<file path="src/rtl/csf_pkg.sv">
/*
 * Constants for the CPU flag and program counter low byte block.
 * Assumes a single 200 MHz clock and a synchronous active-high reset.
 */
package csf_pkg;

    // ------------------------------------------------------------------
    // Status register bit positions
    // ------------------------------------------------------------------
    localparam int unsigned BIT_CARRY = 0;
    localparam int unsigned BIT_NIBBLE = 1;
    localparam int unsigned BIT_ZERO = 2;
    localparam int unsigned BIT_RANGE = 3;
    localparam int unsigned BIT_SLEEP = 4;
    localparam int unsigned BIT_WDOG = 5;

    // ------------------------------------------------------------------
    // Widths and reset values
    // ------------------------------------------------------------------
    localparam int unsigned DATA_W = 8;
    localparam int unsigned PC_W = 13;
    localparam logic [7:0] FLAGS_RST = 8'h00;
    localparam logic [7:0] BYTE_RST = 8'h00;

    // ------------------------------------------------------------------
    // Operation codes of the flag datapath
    // ------------------------------------------------------------------
    typedef enum logic [2:0]
    {
        CSF_OP_NONE = 3'b000,
        CSF_OP_ADD = 3'b001,
        CSF_OP_SUB = 3'b010,
        CSF_OP_LOGIC = 3'b011,
        CSF_OP_RLC = 3'b100,
        CSF_OP_RRC = 3'b101
    } csf_op_e;

    // Jump sequencer states.
    typedef enum logic [0:0]
    {
        CSF_RUN = 1'b0,
        CSF_IDLE = 1'b1
    } csf_jump_e;

endpackage : csf_pkg

</file>
<file path="src/rtl/csf_core.sv">
/*
 * Status flags, program counter low byte write and table read registers.
 * Assumes the CPU core gives one-cycle strobes for each event and that the
 * program memory word is presented with a strobe when a table read ends.
 */

// Behaviour
// - Writing the low counter byte jumps within the current page.
// - Such a jump inserts one extra idle cycle.
// - Table read places the word's high byte in the high byte register.
// - Table read low byte goes to the instruction's data location.
// - Eight-bit status register holds six flags.
// - Status writes never change the sleep and watchdog flags.
// - Watchdog flag: cleared by reset, clear or sleep; set by time-out.
// - Sleep flag: cleared by reset or clear; set by sleep.
// - Carry set on add carry-out or on subtract without borrow.
// - Rotate through carry swaps the carry with the shifted-out bit.
// - Nibble carry set on low nibble carry or no nibble borrow.
// - Zero flag set when an add, subtract or logic result is zero; rotates keep it.
// - Range flag set when carry into and out of bit seven differ.
// - Calls and interrupts do not save the status register.
module csf_core
    import csf_pkg::*;
(
    // Clock and reset
    input wire logic REF_CLK,
    input wire logic RST,
    // Program counter
    input wire logic [12:0] PC_IN,
    input wire logic JUMP_LOW_WE,
    input wire logic [7:0] JUMP_LOW_WDATA,
    output logic JUMP_VALID,
    output logic [12:0] JUMP_ADDR,
    output logic STALL,
    // Lookup table
    input wire logic LOOKUP_PTR_WE,
    input wire logic [7:0] LOOKUP_PTR_WDATA,
    input wire logic LOOKUP_PTR_INC,
    input wire logic LOOKUP_PTR_DEC,
    input wire logic TABLE_DONE,
    input wire logic [15:0] TABLE_WORD,
    output logic [7:0] LOOKUP_POINTER,
    output logic [7:0] LOOKUP_HIGH_BYTE,
    output logic TABLE_LOW_VALID,
    output logic [7:0] TABLE_LOW_DATA,
    // Status register access
    input wire logic FLAGS_WE,
    input wire logic [7:0] FLAGS_WDATA,
    output logic [7:0] CPU_FLAGS,
    // Datapath operation
    input wire logic OP_VALID,
    input wire logic [2:0] OP_CODE,
    input wire logic [7:0] OP_A,
    input wire logic [7:0] OP_B,
    output logic [7:0] OP_RESULT,
    // System events
    input wire logic WATCHDOG_CLEAR_INSTRUCTION,
    input wire logic SLEEP_INSTRUCTION,
    input wire logic WATCHDOG_TIMEOUT
);

    // ------------------------------------------------------------------
    // Registers
    // ------------------------------------------------------------------
    logic [3:0] arith_ff;
    logic sleep_ff;
    logic wdog_ff;
    logic [3:0] nxt_arith;
    logic [7:0] nxt_result;
    logic [7:0] ptr_ff;
    logic [7:0] high_ff;
    logic [7:0] low_ff;
    logic low_valid_ff;
    logic jump_valid_ff;
    logic [12:0] jump_addr_ff;
    logic [7:0] result_ff;
    csf_jump_e jump_state_ff;

    // ------------------------------------------------------------------
    // Jump through the low counter byte
    // ------------------------------------------------------------------
    // Only the low byte is replaced, so the target stays in the current page.
    always_ff @(posedge REF_CLK)
    begin
        if (RST)
        begin
            jump_valid_ff <= 1'b0;
            jump_addr_ff <= '0;
        end
        else
        begin
            jump_valid_ff <= JUMP_LOW_WE;
            if (JUMP_LOW_WE)
            begin
                jump_addr_ff <= {PC_IN[PC_W-1:DATA_W], JUMP_LOW_WDATA};
            end
        end
    end

    // One dummy cycle follows every jump write.
    always_ff @(posedge REF_CLK)
    begin
        if (RST)
        begin
            jump_state_ff <= CSF_RUN;
        end
        else
        begin
            case (jump_state_ff)
                CSF_RUN: if (JUMP_LOW_WE) jump_state_ff <= CSF_IDLE;
                CSF_IDLE: if (!JUMP_LOW_WE) jump_state_ff <= CSF_RUN;
                default: jump_state_ff <= CSF_RUN;
            endcase
        end
    end

    assign JUMP_VALID = jump_valid_ff;
    assign JUMP_ADDR = jump_addr_ff;
    assign STALL = (jump_state_ff == CSF_IDLE);

    // ------------------------------------------------------------------
    // Lookup table registers
    // ------------------------------------------------------------------
    // Pointer is written by software and stepped by increment or decrement.
    always_ff @(posedge REF_CLK)
    begin
        if (RST)
        begin
            ptr_ff <= BYTE_RST;
        end
        else if (LOOKUP_PTR_WE)
        begin
            ptr_ff <= LOOKUP_PTR_WDATA;
        end
        else if (LOOKUP_PTR_INC)
        begin
            ptr_ff <= ptr_ff + 8'h01;
        end
        else if (LOOKUP_PTR_DEC)
        begin
            ptr_ff <= ptr_ff - 8'h01;
        end
    end

    // High byte is kept; low byte is handed back for the named location.
    always_ff @(posedge REF_CLK)
    begin
        if (RST)
        begin
            high_ff <= BYTE_RST;
            low_ff <= BYTE_RST;
            low_valid_ff <= 1'b0;
        end
        else
        begin
            low_valid_ff <= TABLE_DONE;
            if (TABLE_DONE)
            begin
                high_ff <= TABLE_WORD[15:8];
                low_ff <= TABLE_WORD[7:0];
            end
        end
    end

    assign LOOKUP_POINTER = ptr_ff;
    assign LOOKUP_HIGH_BYTE = high_ff;
    assign TABLE_LOW_VALID = low_valid_ff;
    assign TABLE_LOW_DATA = low_ff;

    // ------------------------------------------------------------------
    // Flag datapath
    // ------------------------------------------------------------------
    // Computes result and arithmetic flags {range, zero, nibble, carry}.
    always_comb
    begin
        logic [8:0] sum;
        logic [4:0] nib;
        logic c7;
        sum = '0;
        nib = '0;
        c7 = 1'b0;
        nxt_result = OP_A;
        nxt_arith = arith_ff;
        case (csf_op_e'(OP_CODE))
            CSF_OP_ADD, CSF_OP_SUB:
            begin
                // Subtraction adds the complement plus one; carry means no borrow.
                if (OP_CODE == CSF_OP_SUB)
                begin
                    sum = {1'b0, OP_A} + {1'b0, ~OP_B} + 9'h001;
                    nib = {1'b0, OP_A[3:0]} + {1'b0, ~OP_B[3:0]} + 5'h01;
                    c7 = (({1'b0, OP_A[6:0]} + {1'b0, ~OP_B[6:0]} + 8'h01) >> 7) != 8'h00;
                end
                else
                begin
                    sum = {1'b0, OP_A} + {1'b0, OP_B};
                    nib = {1'b0, OP_A[3:0]} + {1'b0, OP_B[3:0]};
                    c7 = (({1'b0, OP_A[6:0]} + {1'b0, OP_B[6:0]}) >> 7) != 8'h00;
                end
                nxt_result = sum[7:0];
                nxt_arith[BIT_CARRY] = sum[8];
                nxt_arith[BIT_NIBBLE] = nib[4];
                nxt_arith[BIT_ZERO] = (sum[7:0] == 8'h00);
                nxt_arith[BIT_RANGE] = c7 ^ sum[8];
            end
            CSF_OP_LOGIC:
            begin
                nxt_result = OP_A & OP_B;
                nxt_arith[BIT_ZERO] = (nxt_result == 8'h00);
            end
            CSF_OP_RLC:
            begin
                nxt_result = {OP_A[6:0], arith_ff[BIT_CARRY]};
                nxt_arith[BIT_CARRY] = OP_A[7];
            end
            CSF_OP_RRC:
            begin
                nxt_result = {arith_ff[BIT_CARRY], OP_A[7:1]};
                nxt_arith[BIT_CARRY] = OP_A[0];
            end
            default: nxt_result = OP_A;
        endcase
    end

    always_ff @(posedge REF_CLK)
    begin
        if (RST)
        begin
            result_ff <= BYTE_RST;
        end
        else if (OP_VALID)
        begin
            result_ff <= nxt_result;
        end
    end

    assign OP_RESULT = result_ff;

    // ------------------------------------------------------------------
    // Status register
    // ------------------------------------------------------------------
    // Arithmetic flags; reset value is undefined, zero is used here.
    always_ff @(posedge REF_CLK)
    begin
        if (RST)
        begin
            arith_ff <= FLAGS_RST[3:0];
        end
        else if (OP_VALID)
        begin
            arith_ff <= nxt_arith;
        end
        else if (FLAGS_WE)
        begin
            arith_ff <= FLAGS_WDATA[3:0];
        end
    end

    // Sleep flag ignores status writes; clear instruction wins over sleep.
    always_ff @(posedge REF_CLK)
    begin
        if (RST)
        begin
            sleep_ff <= FLAGS_RST[BIT_SLEEP];
        end
        else if (WATCHDOG_CLEAR_INSTRUCTION)
        begin
            sleep_ff <= 1'b0;
        end
        else if (SLEEP_INSTRUCTION)
        begin
            sleep_ff <= 1'b1;
        end
    end

    // Watchdog flag: a time-out in the same cycle as a clear still sets it.
    always_ff @(posedge REF_CLK)
    begin
        if (RST)
        begin
            wdog_ff <= FLAGS_RST[BIT_WDOG];
        end
        else if (WATCHDOG_TIMEOUT)
        begin
            wdog_ff <= 1'b1;
        end
        else if (WATCHDOG_CLEAR_INSTRUCTION || SLEEP_INSTRUCTION)
        begin
            wdog_ff <= 1'b0;
        end
    end

    // Bits six and seven read as zero; no stack save path exists.
    assign CPU_FLAGS = {2'b00, wdog_ff, sleep_ff, arith_ff};

endmodule : csf_core

</file>
<file path="config.mk">
export PLATFORM = sky130hd
export DESIGN_NAME = csf_core
export DESIGN_NICKNAME = d
export VERILOG_FILES = /design/src/rtl/csf_pkg.sv /design/src/rtl/csf_core.sv
export SDC_FILE = /design/constraint.sdc
export NUM_CORES = 1
export LEC_CHECK = 0
export ABC_AREA = 1
export BUFFER_PORTS_ARGS = -buffer_cell sky130_fd_sc_hd__buf_2
export CORE_ASPECT_RATIO = 1.1
export CORE_MARGIN = 4
export CORE_UTILIZATION = 49
export CTS_BUF_LIST = sky130_fd_sc_hd__clkbuf_16
export DETAILED_ROUTE_END_ITERATION = 12
export GPL_TIMING_DRIVEN = 0
export MAX_ROUTING_LAYER = met4
export PLACE_DENSITY = 0.93
export SYNTH_ARGS = -nofsm -noshare
export SYNTH_HDL_FRONTEND = slang
export SYNTH_SLANG_ARGS = --single-unit
export TNS_END_PERCENT = 1
</file>
<file path="constraint.sdc">
create_clock -name REF_CLK -period 1.9 [get_ports REF_CLK]
set_input_delay 0.19 -clock REF_CLK [delete_from_list [all_inputs] [get_ports REF_CLK]]
set_output_delay 0.19 -clock REF_CLK [all_outputs]
set_load 0.02 [all_outputs]
</file>
## After elaboration in Yosys (flattened, before gate mapping)

Cells that the tools add are included.

| storage, ports and cells | value |
|---|---|
| output and inout bits | 56 |
| input bits | 84 |
| logic and storage cells | 66 |
| register bits after elaboration | 54 |

| cells by class | value |
|---|---|
| bitwise gates (word level) | 5 |
| equal/unequal tests | 8 |
| add/subtract/negate cells | 11 |
| mux-type cells | 18 |
| reduce and logical (&&, ||, !) cells | 11 |

Operators by type and width:

| operator | count |
|---|---|
| case mux 8 bit (4 select lines) | 1 |
| 2-to-1 mux 8 bit | 3 |
| adder 8 x 8 -> 9 bit | 2 |
| 2-to-1 mux 9 bit | 2 |
| adder 7 x 7 -> 8 bit | 2 |
| adder 8 x 1 -> 8 bit (second input constant) | 2 |
| zero test 8 bit | 2 |
| adder 4 x 4 -> 5 bit | 2 |
| adder 9 x 1 -> 9 bit (second input constant) | 1 |
| AND 8 bit | 1 |
| 2-to-1 mux 4 bit | 2 |
| inverter 8 bit | 1 |
| subtractor 8 x 1 -> 8 bit (second input constant) | 1 |
| 2-to-1 mux 1 bit | 7 |
| inverter 7 bit | 1 |
| == test 3 x 2 -> 1 bit (second input constant) | 2 |
| == test 3 bit (second input constant) | 2 |
| AND reduction 2 bit | 3 |
| adder 5 x 1 -> 5 bit (second input constant) | 1 |
| 2-to-1 mux 5 bit | 1 |
| inequality test 4 x 1 -> 1 bit (second input constant) | 1 |
| inverter 4 bit | 1 |
| nonzero test 2 bit | 2 |
| OR reduction 2 bit | 2 |
| other kinds (8) | 8 |

## Depth between registers and ports, before layout

| depth | value |
|---|---|
| depth after elaboration | 8 |
| depth in mapped cells | 17 |
| mapped depth without buffers | 16 |

## Worst setup path after synthesis

No wires, ideal clock.

| timing | value |
|---|---|
| path type | input port to flip-flop |
| start point | input OP_A[0] |
| end point | register arith_ff[2] |
| stages | 14 |
| data required time | 1833 ps |
| buffers on the path | 0 |
| library setup time | 67 ps |
| arrival | 1647 ps |
| setup slack | 185 ps |
| cell sequence | inv_1 ha_1 inv_1 fa_1 nand2_1 nand2_1 nand2_1 nand2_2 xor2_2 nor2_1 nand3_1 nand2_1 nand2_1 a21oi_2 |

| on the way | value |
|---|---|
| cells in the longest elaborated chain, start to end | 7 |
| elaborated cells between the ends (all ways) | 10 |
| classes of those cells | add/sub: 3; mux: 4; bitwise: 1; reduce/logical: 2 |

RTL lines:

| what | RTL line | source |
|---|---|---|
| from (decl) | csf_core.sv:53 | `input wire logic [7:0] OP_A,` |
| adder 8 x 8 -> 9 bit | csf_core.sv:190 | `sum = {1'b0, OP_A} + {1'b0, ~OP_B} + 9'h001;` |
| adder 9 x 1 -> 9 bit | csf_core.sv:190 |  |
| 2-to-1 mux 9 bit | csf_core.sv:188 | `if (OP_CODE == CSF_OP_SUB)` |
| 2-to-1 mux 9 bit | csf_core.sv:184 | `case (csf_op_e'(OP_CODE))` |
| zero test 8 bit | csf_core.sv:203 | `nxt_arith[BIT_ZERO] = (sum[7:0] == 8'h00);` |
| case mux 1 bit (2 select lines) * | csf_core.sv:184 |  |
| 2-to-1 mux 4 bit * | csf_core.sv:249 | `else if (OP_VALID)` |
| to (signal assigned) | csf_core.sv:247 | `arith_ff <= FLAGS_RST[3:0];` |
| to (signal assigned) | csf_core.sv:251 | `arith_ff <= nxt_arith;` |
| to (signal assigned) | csf_core.sv:255 | `arith_ff <= FLAGS_WDATA[3:0];` |
| to (decl) | csf_core.sv:65 | `logic [3:0] arith_ff;` |

Every way passes the cells marked *; elsewhere a longest branch is shown, timed or not. The select of a mux whose other input is x is not followed.
A chain may end at the register's enable or synchronous reset.

## Worst setup path after layout

| timing | value |
|---|---|
| start point | register ptr_ff[0] (netlist: LOOKUP_POINTER[0]) |
| end point | register ptr_ff[6] (netlist: LOOKUP_POINTER[6]) |

| on the way | value |
|---|---|
| cells in the longest elaborated chain, start to end | 4 |
| elaborated cells between the ends (all ways) | 5 |
| classes of those cells | add/sub: 2; mux: 3 |

RTL lines:

| what | RTL line | source |
|---|---|---|
| from (decl) | csf_core.sv:70 | `logic [7:0] ptr_ff;` |
| from (signal assigned) | csf_core.sv:137 | `ptr_ff <= ptr_ff + 8'h01;` |
| from (signal assigned) | csf_core.sv:141 | `ptr_ff <= ptr_ff - 8'h01;` |
| subtractor 8 x 1 -> 8 bit | csf_core.sv:141 |  |
| 2-to-1 mux 8 bit | csf_core.sv:139 | `else if (LOOKUP_PTR_DEC)` |
| 2-to-1 mux 8 bit * | csf_core.sv:135 | `else if (LOOKUP_PTR_INC)` |
| 2-to-1 mux 8 bit * | csf_core.sv:131 | `else if (LOOKUP_PTR_WE)` |

Marks and branches as above.

==> impl_metrics.env <==
export IMPL_holdBufCountCts=0
export IMPL_area_delta_synth_final_pct=26.45
export IMPL_comb_power_share=0.289
export IMPL_htreeDepth=2
export IMPL_clock_path_buffers=2
export IMPL_track_usage=0.2465
export IMPL_nFillCells=617
export IMPL_synth_fa_ha_area_frac=0.1055
export IMPL_synth_compound_area_frac=0.1841
export IMPL_outcome="complete, no violations"
export IMPL_ff_latch_area_sq_mm=0.001061
export IMPL_seq_area_frac_synth=0.3003
export IMPL_ys_async_sr_fraction=0
export IMPL_rsz0062_at_grt="no"
export IMPL_portBuffers=125
export IMPL_hold_class="in2reg"
export IMPL_slew_violations=0
export IMPL_crit_path_top_delay_cell="fa_1"
export IMPL_clkSlewWorstSetupHoldPaths_ps=70
export IMPL_antenna_found_initial=0
export IMPL_max_cap_viol_count=0
export IMPL_cp_num_buf_inv=0
export IMPL_crit_path_end_kind="flip-flop"
export IMPL_postCtsSetupRepairBufs=0
export IMPL_ys_flop_type="dfxtp_1"
export IMPL_start_kind="flip-flop"
export IMPL_synthXorXnorAreaFrac=0.01700
export IMPL_rows=32
export IMPL_synth_area_sq_mm=0.003533
export IMPL_grt_max_degree=17
export IMPL_ctsResizeCount=0
export IMPL_gp_congestion=0.9559
export IMPL_clkLatencyLatePin_ps=280
export IMPL_critical_path_peak_fanout=5
export IMPL_post_drt_wl_per_cell_um=13.88
export IMPL_synth_top_cell_area_share=0.3003
export IMPL_path_class="reg2reg"
export IMPL_finalWirelength_um=10450
export IMPL_gr_total_overflow=0
export IMPL_p_leak_nw=2.384
export IMPL_die_area_sq_mm=0.008635
export IMPL_vias=3991
export IMPL_cp_common_cell="nand3_1"
export IMPL_avgSynthCellArea_sq_um=6.617
export IMPL_switchingPower_mw=1.065
export IMPL_required_ps=2120
export IMPL_clock_power_share=0.341
export IMPL_finalPower_mw=3.372
export IMPL_ys_top_cells_by_count="nand2_1 (112), nor2_1 (92), inv_1 (56), dfxtp_1 (53), o21ai_0 (48)"
export IMPL_cts_buffers=5
export IMPL_crit_chain="fa_1 -> nand3_1 -> nand3_1 -> a21o_1 -> a21oi_1 -> or2_2 -> nand3_1 -> a31oi_1"
export IMPL_layout_drive_gt1_share=0.2485
export IMPL_fmax_ghz=0.5610
export IMPL_cp_arrival_ps=2000
export IMPL_drt_iter0_markers=276
export IMPL_ios=140
export IMPL_cts_root_buf="clkbuf_16"
export IMPL_hold_viol=0
export IMPL_grt_pass1_vias=3908
export IMPL_cp_top_family="compound AO/OA/AOI/OAI gates"
export IMPL_grt_pass1_wl_um=17110
export IMPL_ant_nets=0
export IMPL_multiInputGateArea_sq_mm=0.002125
export IMPL_core_area_sq_mm=0.007007
export IMPL_swShare=0.3159
export IMPL_synthTopCellsByArea="dfxtp_1 (30%), nand2_1 (12%), nor2_1 (9.8%)"
export IMPL_ys_types=44
export IMPL_nets=779
export IMPL_cts_tree="built"
export IMPL_synthSimpleGateAreaFrac=0.2900
export IMPL_setup_viol=0
export IMPL_clock_sinks=53
export IMPL_synth_edf_count=0
export IMPL_powerDensity_mw_per_mm2=754.8
export IMPL_min_period_over_period=0.9381
export IMPL_drc=0
export IMPL_fin_setup_tns_ps=0
export IMPL_yosys_warnings=0
export IMPL_syn_inst=534
export IMPL_p_int_mw=2.307
export IMPL_power_frac_seq=0.369
export IMPL_max_slew_margin_rel=0.6274
export IMPL_die_h_um=97.06
export IMPL_firstDrtPassIters=5
export IMPL_initial_core_util=0.5043
export IMPL_worstMarginPinSlew_ps=558.9
export IMPL_synth_most_common_cell="nand2_1"
export IMPL_muxShareOfSynthArea=0
export IMPL_fin_skew_ps=4.011
export IMPL_cpPeakStageDelay_ps=450
export IMPL_synth_top_area_cell="dfxtp_1"
export IMPL_min_period_ps=1782
export IMPL_die_x_um=88.97
export IMPL_synth_top_family_by_area="simple AND/OR/NAND/NOR gates"
export IMPL_peakVddDrop_mv=0.6820
export IMPL_n_antenna_cell=0
export IMPL_ys_ff_latch=53
export IMPL_viasPerCell=5.300
export IMPL_whs_ps=78.87
export IMPL_dpl_hpwl_um=8414
cells in the final DEF, fill, tap and decap left out, drive strengths merged:
master   netlist  layout
buf           11     136
nand2        115     115
nor2          93      93
inv           60      60
o21ai         54      54
dfxtp         53      53
a21oi         32      32
nand3         28      28
ha            25      25
clkbuf        11      16
a31oi          6       6
o22ai          6       6
nand4          6       6
xnor2          4       4
o211ai         4       4
a211oi         4       4
nor3           3       3
fa             3       3
nor4           2       2
conb           1       2
bufinv         0       2
xor2           2       2
clkinv         1       2
a2bb2oi        1       1
o311ai         1       1
o21a           1       1
nor3b          1       1
a22oi          1       1
o31ai          1       1
a221oi         1       1
o221ai         1       1
a21o           1       1
or2            1       1
flip-flops by register name (all words and copies together) (netlist names):
| register | flops |
|---|---|
| JUMP_ADDR | 13 |
| JUMP_VALID | 1 |
| LOOKUP_HIGH_BYTE | 8 |
| LOOKUP_POINTER | 8 |
| OP_RESULT | 8 |
| TABLE_LOW_DATA | 8 |
| TABLE_LOW_VALID | 1 |
| arith_ff | 4 |
| sleep_ff | 1 |
| wdog_ff | 1 |
area by class of cell:
type	instances	share of cell area
Buffer	22	0.02828
Clock buffer	5	0.02800
Clock inverter	3	0.01456
Inverter	61	0.05237
Multi-Input combinational cell	399	0.4755
Sequential cell	53	0.2375
Tap cell	85	0.02380
Timing Repair Buffer	125	0.1400
kinds of logic after synthesis:
kind of cell,count (synthesis)
compound gates,114
xor+xnor,6
fa+ha+maj,28
buf+inv,83
flops,53
other cells,1
simple gates,249
power groups by stage:
stage          Sequential [mW]  Combinational [mW]  Clock (mW)
2_1_floorplan             1.37               0.539           0
3_3_place_gp              1.27               0.929           0
3_5_place_dp              1.27               0.960           0
4_1_cts                   1.24               0.964        1.17
5_1_grt                   1.26                1.08        1.21
6_report                  1.25               0.976        1.15
layer usage:
layer | vias to the layer above | GRT usage | part of all wire
met5 | - | - | 0
li1 | 2000 | - | -
met1 | 1792 | 0.2924 | 0.41
met3 | 22 | 0.04326 | 0.076
met4 | 0 | 0.08133 | 0.022
met2 | 177 | 0.4160 | 0.49
worst paths after layout:
kind	start	to	slack, ps	depth (start not counted)
setup / recovery	LOOKUP_POINTER[0]$_SDFFE_PP0P_	LOOKUP_POINTER[6]$_SDFFE_PP0P_	120	8
hold / removal	WATCHDOG_CLEAR_INSTRUCTION	sleep_ff$_SDFFE_PP0P_	80	2
setup reg to reg	LOOKUP_POINTER[0]$_SDFFE_PP0P_	LOOKUP_POINTER[6]$_SDFFE_PP0P_	120	8
hold reg to reg	OP_RESULT[1]$_SDFFE_PP0P_	OP_RESULT[1]$_SDFFE_PP0P_	460	2
worst register-to-register path: cells and delay by family (launching register included):
| family | cells | cell delay [ps] |
|---|---|---|
| flip-flops | 1 | 360 |
| adder cells (fa/ha/maj) | 1 | 450 |
| AO/OA/AOI/OAI | 3 | 490 |
| AND/OR/NAND/NOR | 4 | 410 |
per-stage QoR:
| stage | area [sq um] | util | cells | setup WS (ps) |
|---|---|---|---|---|
| detailed placement | 4269 | 0.6093 | 745 | -212.9 |
| CTS | 4459 | 0.6364 | 753 | 71.80 |
| global route | 4468 | 0.6377 | 753 | 13.88 |
| floorplan | 3537 | - | 535 | 185.3 |
| finish | 4468 | 0.6377 | 753 | 117.5 |
| global placement | 4269 | 0.6093 | 745 | -162.3 |
No activity file was read; power rests on OpenSTA's default activity.
